### config.mk
export PLATFORM = sky130hd
export DESIGN_NAME = cdc_core
export DESIGN_NICKNAME = d
export VERILOG_FILES = /design/src/cdc_pkg.sv /design/src/cdc_core.sv
export SDC_FILE = /design/constraint.sdc
export NUM_CORES = 1
export LEC_CHECK = 0
export BUFFER_PORTS_ARGS = -buffer_cell sky130_fd_sc_hd__buf_2
export CORE_ASPECT_RATIO = 0.7
export CORE_MARGIN = 5
export CORE_UTILIZATION = 60
export DETAILED_ROUTE_END_ITERATION = 8
export PLACE_DENSITY_LB_ADDON = 0.3
export SYNTH_ARGS = -nofsm -noshare
export SYNTH_HDL_FRONTEND = slang
export SYNTH_SLANG_ARGS = --single-unit
### constraint.sdc
create_clock -name CLK -period 6.6 [get_ports CLK]
set_input_delay 0.99 -clock CLK [delete_from_list [all_inputs] [get_ports CLK]]
set_output_delay 0.99 -clock CLK [all_outputs]
set_load 0.005 [all_outputs]
### src/cdc_pkg.sv
// shared constants for the codec direct configuration and continuous transfer block
package cdc_pkg;
  // serial word layout
  localparam int WORD_W      = 16;
  localparam int BIT_CNT_W   = 4;
  localparam int DEV_MSB     = 14;
  localparam int DEV_LSB     = 12;
  localparam int REG_MSB     = 11;
  localparam int REG_LSB     = 9;
  localparam int VAL_MSB     = 7;
  localparam int VAL_LSB     = 0;
  localparam int ADDR3_W     = 3;
  localparam int VAL_W       = 8;
  localparam int NUM_REGS    = 8;
  localparam logic [BIT_CNT_W-1:0] LAST_DATA_BITS = 4'hF; // bits after start bit
  localparam logic [BIT_CNT_W-1:0] CNT_ZERO       = 4'h0;
  localparam logic [BIT_CNT_W-1:0] CNT_ONE        = 4'h1;

  // control register holding the continuous transfer enable
  localparam logic [ADDR3_W-1:0] CTRL3_IDX     = 3'h3;
  localparam int                 CONT_EN_BIT   = 5;
  localparam logic [ADDR3_W-1:0] PSEUDO_IDX    = 3'h0;

  // master/slave mode encoding that allows continuous transfer
  localparam logic [1:0] MODE_FS_PULSE = 2'h0;

  // software port map
  localparam int                 BUS_ADDR_W  = 4;
  localparam logic [BUS_ADDR_W-1:0] STATUS_ADDR = 4'h8;
  localparam logic [BUS_ADDR_W-1:0] LASTW_HI    = 4'h9;
  localparam logic [BUS_ADDR_W-1:0] LASTW_LO    = 4'hA;
  localparam int ST_CONT_ACT  = 0;
  localparam int ST_UNDERRUN  = 1;
  localparam int ST_FRAME_ERR = 2;
  localparam int ST_ADDR_MISS = 3;
  localparam int ST_RX_BUSY   = 4;

  localparam logic [VAL_W-1:0]  CTRL_RESET = 8'h00;
  localparam logic [WORD_W-1:0] ZERO_WORD  = 16'h0000;

  typedef enum logic [1:0] {
    RX_IDLE = 2'b00,
    RX_DATA = 2'b01,
    RX_STOP = 2'b10
  } cdc_rx_e;

  typedef enum logic [1:0] {
    TX_IDLE = 2'b00,
    TX_SYNC = 2'b01,
    TX_DATA = 2'b10,
    TX_GAP  = 2'b11
  } cdc_tx_e;
endpackage

### src/cdc_core.sv
// direct configuration receiver, control registers and continuous data transmitter
//
// The strobed register port and the address map are this design's own decisions.
`timescale 1ns/100ps

module cdc_core
  import cdc_pkg::*;
#(
  parameter int                  DEPTH    = 2,
  parameter int                  GAP_BITS = 2,
  parameter logic [VAL_W*NUM_REGS-1:0] REG_INIT = '0
) (
  input  wire logic                  CLK,
  input  wire logic                  RST,
  input  wire logic                  SCLK,
  input  wire logic                  CONFIG_SERIAL_IN,
  input  wire logic [ADDR3_W-1:0]    CASCADE_ADDR,
  input  wire logic [1:0]            MASTER_SLAVE_MODE_SELECT,
  input  wire logic [WORD_W-1:0]     ADC_DATA,
  input  wire logic                  ADC_VALID,
  output logic                       ADC_READY,
  output logic                       DOUT,
  output logic                       FRAME_SYNC_PULSE,
  output logic                       CONT_MODE_ACTIVE,
  output logic [VAL_W*NUM_REGS-1:0]  CTRL_REGS,
  input  wire logic [BUS_ADDR_W-1:0] ADDR,
  input  wire logic [VAL_W-1:0]      WDATA,
  input  wire logic                  WR,
  input  wire logic                  RD,
  output logic [VAL_W-1:0]           RDATA
);

  localparam int PTR_W = (DEPTH > 1) ? $clog2(DEPTH) : 1;
  localparam int CNT_W = $clog2(DEPTH + 1);
  localparam int GAP_W = (GAP_BITS > 1) ? $clog2(GAP_BITS + 1) : 1;
  localparam logic [CNT_W-1:0] FULL_CNT = CNT_W'(DEPTH);
  localparam logic [GAP_W-1:0] GAP_LOAD = GAP_W'(GAP_BITS);

  // three-stage synchronisers for the bit clock and config input
  logic [2:0] sclk_sy_q;
  logic [2:0] cfg_sy_q;
  logic       sclk_st_q;
  logic       cfg_st_q;
  logic       sclk_fall;
  logic       sclk_rise;

  always_ff @(posedge CLK) begin
    if (RST) begin
      sclk_sy_q <= 3'h0;
      cfg_sy_q  <= 3'h7;
    end else begin
      sclk_sy_q <= {sclk_sy_q[1:0], SCLK};
      cfg_sy_q  <= {cfg_sy_q[1:0], CONFIG_SERIAL_IN};
    end
  end

  // a level counts only once stages two and three agree, which filters single-cycle glitches
  always_ff @(posedge CLK) begin
    if (RST) begin
      sclk_st_q <= 1'b0;
      cfg_st_q  <= 1'b1;
    end else begin
      if (sclk_sy_q[1] == sclk_sy_q[2]) sclk_st_q <= sclk_sy_q[2];
      if (cfg_sy_q[1] == cfg_sy_q[2])   cfg_st_q  <= cfg_sy_q[2];
    end
  end

  assign sclk_fall = sclk_st_q & ~sclk_sy_q[2] & (sclk_sy_q[1] == sclk_sy_q[2]);
  assign sclk_rise = ~sclk_st_q & sclk_sy_q[2] & (sclk_sy_q[1] == sclk_sy_q[2]);

  // straps pass the same three stages; a new value counts once stages two and three agree
  logic [2:0][ADDR3_W-1:0] cas_sy_q;
  logic [2:0][1:0]         mode_sy_q;
  logic [ADDR3_W-1:0]      own_addr_q;
  logic [1:0]              mode_st_q;

  always_ff @(posedge CLK) begin
    if (RST) begin
      cas_sy_q  <= '0;
      mode_sy_q <= '0;
    end else begin
      cas_sy_q  <= {cas_sy_q[1:0], CASCADE_ADDR};
      mode_sy_q <= {mode_sy_q[1:0], MASTER_SLAVE_MODE_SELECT};
    end
  end

  // a bouncing mode pin keeps the old mode, so a switch shows about five clocks late
  always_ff @(posedge CLK) begin
    if (RST) begin
      own_addr_q <= '0;
      mode_st_q  <= MODE_FS_PULSE;
    end else begin
      if (cas_sy_q[1] == cas_sy_q[2])   own_addr_q <= cas_sy_q[2];
      if (mode_sy_q[1] == mode_sy_q[2]) mode_st_q  <= mode_sy_q[2];
    end
  end

  // ---------------- config receiver ----------------
  cdc_rx_e              rx_state_q;
  logic [BIT_CNT_W-1:0] rx_cnt_q;
  logic [WORD_W-1:0]    rx_word_q;
  logic [WORD_W-1:0]    last_word_q;
  logic                 rx_start;
  logic                 rx_last;
  logic                 rx_stop_ok;
  logic                 rx_stop_bad;
  logic                 addr_match;
  logic                 cfg_wr;
  logic [ADDR3_W-1:0]   cfg_idx;
  logic [VAL_W-1:0]     cfg_val;

  assign rx_start    = (rx_state_q == RX_IDLE) & sclk_fall & ~cfg_st_q;
  assign rx_last     = (rx_state_q == RX_DATA) & sclk_fall & (rx_cnt_q == CNT_ONE);
  assign rx_stop_ok  = (rx_state_q == RX_STOP) & sclk_fall & cfg_st_q;
  assign rx_stop_bad = (rx_state_q == RX_STOP) & sclk_fall & ~cfg_st_q;
  assign addr_match  = (rx_word_q[DEV_MSB:DEV_LSB] == own_addr_q);
  assign cfg_wr      = rx_stop_ok & addr_match;
  assign cfg_idx     = rx_word_q[REG_MSB:REG_LSB];
  assign cfg_val     = rx_word_q[VAL_MSB:VAL_LSB];

  // receiver sequencing: start bit, fifteen data bits, stop bit
  always_ff @(posedge CLK) begin
    if (RST) begin
      rx_state_q <= RX_IDLE;
      rx_cnt_q   <= CNT_ZERO;
    end else begin
      case (rx_state_q)
        RX_IDLE: begin
          if (rx_start) begin
            rx_state_q <= RX_DATA;
            rx_cnt_q   <= LAST_DATA_BITS;
          end
        end
        RX_DATA: begin
          if (rx_last) rx_state_q <= RX_STOP;
          if (sclk_fall) rx_cnt_q <= rx_cnt_q - CNT_ONE;
        end
        RX_STOP: begin
          if (sclk_fall) rx_state_q <= RX_IDLE;
        end
        default: rx_state_q <= RX_IDLE;
      endcase
    end
  end

  // shift MSB first; the start bit enters as bit 15
  always_ff @(posedge CLK) begin
    if (RST) begin
      rx_word_q   <= ZERO_WORD;
      last_word_q <= ZERO_WORD;
    end else begin
      if (rx_start) rx_word_q <= {ZERO_WORD[WORD_W-2:0], 1'b0};
      else if ((rx_state_q == RX_DATA) & sclk_fall)
        rx_word_q <= {rx_word_q[WORD_W-2:0], cfg_st_q};
      if (rx_stop_ok) last_word_q <= rx_word_q;
    end
  end

  // ---------------- control registers ----------------
  logic [VAL_W-1:0] ctrl_q [NUM_REGS];
  logic             bus_wr_reg;
  logic [ADDR3_W-1:0] bus_idx;

  assign bus_wr_reg = WR & ~ADDR[BUS_ADDR_W-1];
  assign bus_idx    = ADDR[ADDR3_W-1:0];

  // the serial word wins over a software write in the same cycle; register 0 is a no-op
  generate
    for (genvar i = 0; i < NUM_REGS; i++) begin : g_ctrl
      always_ff @(posedge CLK) begin
        if (RST) begin
          ctrl_q[i] <= CTRL_RESET | REG_INIT[i*VAL_W +: VAL_W];
        end else if (i != 0) begin
          if (cfg_wr && cfg_idx == ADDR3_W'(i)) ctrl_q[i] <= cfg_val;
          else if (bus_wr_reg && bus_idx == ADDR3_W'(i)) ctrl_q[i] <= WDATA;
        end
      end
      always_ff @(posedge CLK) begin
        if (RST) CTRL_REGS[i*VAL_W +: VAL_W] <= CTRL_RESET | REG_INIT[i*VAL_W +: VAL_W];
        else     CTRL_REGS[i*VAL_W +: VAL_W] <= ctrl_q[i];
      end
    end
  endgenerate

  logic cont_active;
  assign cont_active = ctrl_q[CTRL3_IDX][CONT_EN_BIT]
                     & (mode_st_q == MODE_FS_PULSE);

  // ---------------- two-entry data buffer ----------------
  logic [WORD_W-1:0] buf_q [DEPTH];
  logic [PTR_W-1:0]  wptr_q;
  logic [PTR_W-1:0]  rptr_q;
  logic [CNT_W-1:0]  cnt_q;
  logic              push;
  logic              pop;
  logic              buf_valid;
  logic [CNT_W-1:0]  cnt_d;
  logic [WORD_W-1:0] buf_head;

  assign push      = ADC_VALID & ADC_READY;
  assign buf_valid = (cnt_q != '0);
  assign buf_head  = buf_q[rptr_q];
  assign cnt_d     = cnt_q + CNT_W'(push) - CNT_W'(pop);

  function automatic logic [PTR_W-1:0] ptr_inc(input logic [PTR_W-1:0] p);
    ptr_inc = (p == PTR_W'(DEPTH - 1)) ? '0 : p + PTR_W'(1);
  endfunction

  // ready is registered from the next count, so it is low in every cycle the buffer is full
  always_ff @(posedge CLK) begin
    if (RST) begin
      wptr_q    <= '0;
      rptr_q    <= '0;
      cnt_q     <= '0;
      ADC_READY <= 1'b0;
    end else begin
      if (push) wptr_q <= ptr_inc(wptr_q);
      if (pop)  rptr_q <= ptr_inc(rptr_q);
      cnt_q     <= cnt_d;
      ADC_READY <= (cnt_d != FULL_CNT);
    end
  end

  always_ff @(posedge CLK) begin
    if (push) buf_q[wptr_q] <= ADC_DATA;
  end

  // ---------------- data transmitter ----------------
  cdc_tx_e              tx_state_q;
  logic [BIT_CNT_W-1:0] tx_cnt_q;
  logic [WORD_W-1:0]    tx_sh_q;
  logic [GAP_W-1:0]     gap_q;
  logic                 underrun_set;
  logic                 load_word;
  logic                 word_end;
  logic                 chain;

  assign word_end  = (tx_state_q == TX_DATA) & sclk_rise & (tx_cnt_q == CNT_ZERO);
  assign chain     = word_end & cont_active;
  assign load_word = ((tx_state_q == TX_SYNC) & sclk_rise) | chain;
  assign pop       = load_word & buf_valid;
  assign underrun_set = chain & ~buf_valid;

  // outputs change on the rising bit clock so the partner samples them on the falling one
  always_ff @(posedge CLK) begin
    if (RST) begin
      tx_state_q       <= TX_IDLE;
      tx_cnt_q         <= CNT_ZERO;
      tx_sh_q          <= ZERO_WORD;
      gap_q            <= '0;
      DOUT             <= 1'b0;
      FRAME_SYNC_PULSE <= 1'b0;
    end else if (sclk_rise) begin
      case (tx_state_q)
        TX_IDLE: begin
          if (buf_valid) begin
            FRAME_SYNC_PULSE <= 1'b1;
            tx_state_q       <= TX_SYNC;
          end
        end
        TX_SYNC: begin
          FRAME_SYNC_PULSE <= 1'b0;
          tx_sh_q    <= {buf_head[WORD_W-2:0], 1'b0};
          DOUT       <= buf_head[WORD_W-1];
          tx_cnt_q   <= LAST_DATA_BITS;
          tx_state_q <= TX_DATA;
        end
        TX_DATA: begin
          if (tx_cnt_q != CNT_ZERO) begin
            DOUT     <= tx_sh_q[WORD_W-1];
            tx_sh_q  <= {tx_sh_q[WORD_W-2:0], 1'b0};
            tx_cnt_q <= tx_cnt_q - CNT_ONE;
            FRAME_SYNC_PULSE <= cont_active & (tx_cnt_q == CNT_ONE);
          end else if (cont_active) begin
            // next word follows at once; an empty buffer sends a zero word
            FRAME_SYNC_PULSE <= 1'b0;
            tx_sh_q  <= buf_valid ? {buf_head[WORD_W-2:0], 1'b0} : ZERO_WORD;
            DOUT     <= buf_valid & buf_head[WORD_W-1];
            tx_cnt_q <= LAST_DATA_BITS;
          end else begin
            FRAME_SYNC_PULSE <= 1'b0;
            DOUT       <= 1'b0;
            gap_q      <= GAP_LOAD;
            tx_state_q <= TX_GAP;
          end
        end
        TX_GAP: begin
          if (gap_q <= GAP_W'(1)) tx_state_q <= TX_IDLE;
          else gap_q <= gap_q - GAP_W'(1);
        end
        default: tx_state_q <= TX_IDLE;
      endcase
    end
  end

  // ---------------- status and read port ----------------
  logic underrun_q;
  logic frame_err_q;
  logic addr_miss_q;
  logic st_wr;
  logic [VAL_W-1:0] status_w;
  logic [VAL_W-1:0] rd_mux;

  assign st_wr = WR & (ADDR == STATUS_ADDR);

  // sticky flags clear by writing one; a new event in the same cycle wins
  always_ff @(posedge CLK) begin
    if (RST) begin
      underrun_q  <= 1'b0;
      frame_err_q <= 1'b0;
      addr_miss_q <= 1'b0;
    end else begin
      underrun_q  <= underrun_set | (underrun_q & ~(st_wr & WDATA[ST_UNDERRUN]));
      frame_err_q <= rx_stop_bad | (frame_err_q & ~(st_wr & WDATA[ST_FRAME_ERR]));
      addr_miss_q <= (rx_stop_ok & ~addr_match)
                   | (addr_miss_q & ~(st_wr & WDATA[ST_ADDR_MISS]));
    end
  end

  always_comb begin
    status_w = '0;
    status_w[ST_CONT_ACT]  = cont_active;
    status_w[ST_UNDERRUN]  = underrun_q;
    status_w[ST_FRAME_ERR] = frame_err_q;
    status_w[ST_ADDR_MISS] = addr_miss_q;
    status_w[ST_RX_BUSY]   = (rx_state_q != RX_IDLE);
  end

  assign rd_mux = ~ADDR[BUS_ADDR_W-1]                    ? ctrl_q[bus_idx] :
                  (ADDR == STATUS_ADDR)                   ? status_w :
                  (ADDR == LASTW_HI)                      ? last_word_q[WORD_W-1:VAL_W] :
                  (ADDR == LASTW_LO)                      ? last_word_q[VAL_W-1:0] :
                                                            CTRL_RESET;

  // read data stand only in the cycle after the strobe
  always_ff @(posedge CLK) begin
    if (RST) begin
      RDATA            <= '0;
      CONT_MODE_ACTIVE <= 1'b0;
    end else begin
      RDATA            <= RD ? rd_mux : '0;
      CONT_MODE_ACTIVE <= cont_active;
    end
  end

endmodule

==> reports/qor.txt <==
core area -> 17,170 um2
commonest cells after routing, fill and taps aside -> dfxtp_1, buf_2, nand2_1
Synth area leaders -> dfxtp_1, edfxtp_1, nor2b_1, a22o_1, nand2_1
gr busiest metal -> met2
final hold viol count -> 0
DP HPWL -> 16,480 um
largest net degree at the start of global routing -> 79
drt total wl -> 24,340 um
Die Footprint -> 20,270 um2
RSZ-0062 raised after global routing -> false
Setup crit start kind -> register
Port Buffers -> 107
root buffer cell -> clkbuf_16
Bufs on Longest Clock Path -> 3
CTS Buf Count -> 24
commonest non-fill, non-tap cell in the layout -> dfxtp_1
hold-fix buffers at CTS -> 0
Fmax -> 0.3102 GHz
DRT Pass-1 Iters -> 6
crit path kind -> register to register
status -> finished clean
Synth Area per Inst -> 11.06 um2
GR Util met1 -> 0.3404
worst path cell trace -> or3b_4, nor3_2, buf_4, nand3_1, o21ai_0
I/O Pins -> 116
critical path depth in cells -> 5
number of global-route vias before repair -> 6,973
FF+latch count, synth -> 253
Fin Setup TNS -> 0 ns
ys flop type -> dfxtp_1
Hold Crit Class -> register to register
first-pass GRT wire length -> 37,720 um
Vias/cell -> 5.942
setup bufs post-CTS -> 0
die height -> 120.6 um
routed via count -> 7,541
nets@finish -> 1,073
Post-synth EDFFs -> 88
met2 global-route usage -> 0.3408
routability cong. -> 0.9564
synthesized area -> 10,490 um2
met3 usage -> 0.05261
Reg2Reg Depth -> 5
Finish-stage setup viols -> 0
Critical-path top delay cell -> o21ai_0
post-synth top area share -> 0.3148
# rows -> 40
DRC -> 0
layout cell share with drive strength beyond 1 -> 0.1850
gr ovfl total -> 0
CP delay by family, top -> simple AND/OR/NAND/NOR gates
Worst-Margin Slew -> 1.411 ns
initial antenna violation count -> 0
Skew-Pair Late Insertion Delay -> 0.52 ns
min cycle time layout -> 3.224 ns
total track usage -> 0.2301
CTS clk-pin slew, worst paths -> 0.07 ns
Final Total Pwr -> 3.276 mW
design area -> 11,890 um2
chip width -> 168.1 um
initial DRC count -> 869
post-CTS sizing -> 0
Final Skew -> 0.01079 ns
ANT nets after route -> 0
fin. max-slew vios -> 0
max-cap violation count -> 0
Final period util -> 0.4885
CTS Sinks -> 253
Hold Crit Depth -> 1
Layout Cells excl Fill -> 1,269
Starting Density -> 0.6112
crit path DAT -> 3.35 ns
Req. time, crit path -> 6.73 ns
placed instance count -> 1,226
nature of the critical path endpoint -> register
Leakage -> 4.377 nW
TritonCTS clock tree -> built
Seq/Total Area, Yosys -> 0.5667
Antenna Cells -> 0
synthesized instance count -> 949
max-slew headroom at the worst pin -> 0.05947
CP bufs+invs -> 1
H-tree depth -> 1
Synth area leader -> dfxtp_1
Placed Area -> 11,060 um2
Layout Area Growth over Synthesis -> 13.30%
CP Max Fanout -> 17
Post-synth ARST share -> 0
Power per Cell Area -> 275.6 nW/um2
worst vdd rail ir drop -> 0.2034 mV
max incr delay on CP -> 0.99 ns
Yosys warnings -> 0
post-DR wirelength/cell -> 19.18 um
Yosys cell types -> 66
flip-flops by register name, summed over array words and instances (netlist names), 3 cells and up, named ones only:
signal	flops
own_addr_q	3
mode_sy_q	6
ctrl_q	56
tx_cnt_q	4
last_word_q	16
tx_sh_q	15
rx_cnt_q	4
cfg_sy_q	3
cas_sy_q	9
RDATA	8
sclk_sy_q	3
CTRL_REGS	56
rx_word_q	16
buf_q	32
where the power goes:
part	total [mW]	internal, mW	switching, mW
Combinational	0.174	0.0702	0.104
Clock	1.41	0.838	0.571
Sequential	1.69	1.67	0.0245
metrics by stage:
step / hold WS (ns) / setup slack [ns] / utilization
3_3_place_gp: 0.3999 / 3.125 / 0.6441
2_1_floorplan: 0.3895 / 3.948 / -
6_report: 0.4178 / 3.376 / 0.6925
3_5_place_dp: 0.4042 / 3.030 / 0.6441
5_1_grt: 0.4293 / 3.251 / 0.6925
4_1_cts: 0.4224 / 3.350 / 0.6925
cell type report:
type / count / area (um2)
sequential: 253 / 5946
fill: 1287 / 5279
multi-input combinational: 614 / 4175
clock buffer: 36 / 762.0
timing repair buffer: 115 / 598.1
tap: 231 / 289.0
clock inverter: 7 / 68.82
inverter: 13 / 48.80
worst paths after layout:
kind                            end                   start  slack, ns
min reg2reg  cfg_sy_q[1]$_SDFF_PP1_  cfg_sy_q[0]$_SDFF_PP1_       0.42
max reg2reg  ctrl_q[3][2]$_DFFE_PP_  sclk_st_q$_SDFFE_PP0N_       3.38
max          ctrl_q[3][2]$_DFFE_PP_  sclk_st_q$_SDFFE_PP0N_       3.38
min          cfg_sy_q[1]$_SDFF_PP1_  cfg_sy_q[0]$_SDFF_PP1_       0.42
cells by family after synthesis:
| kind of cell | after synthesis | share of synthesized area |
|---|---|---|
| AOI/OAI and AO/OA | 197 | 0.1346 |
| xor gates and xnor gates | 13 | 0.01085 |
| adders and majority gates | 12 | 0.01431 |
| buffers and inverters | 89 | 0.03792 |
| DFF | 253 | 0.5667 |
| muxes | 49 | 0.05402 |
| other | 1 | 0.0003574 |
| and+or+nand+nor | 335 | 0.1813 |
synthesized netlist by cell type (9+ instances only):
master / instances
mux2_2: 11
mux2i_1: 33
nor2_1: 34
a21oi_1: 53
nor2b_1: 93
edfxtp_1: 88
nand2_1: 95
clkbuf_1: 53
ha_1: 12
o21bai_1: 13
nand4_1: 9
nand3_1: 15
o21ai_0: 9
nor3_1: 9
o22ai_1: 16
a221oi_1: 9
inv_1: 13
a22o_1: 45
nand2b_1: 31
dfxtp_1: 165
routing by layer:
| metal | share of wire | wire (um) |
|---|---|---|
| met1 | 0.44 | 10810 |
| met2 | 0.43 | 10360 |
| met3 | 0.10 | 2459 |
| met4 | 0.029 | 712 |
| met5 | 0 | 0 |
(Power assumes the default switching activity.)
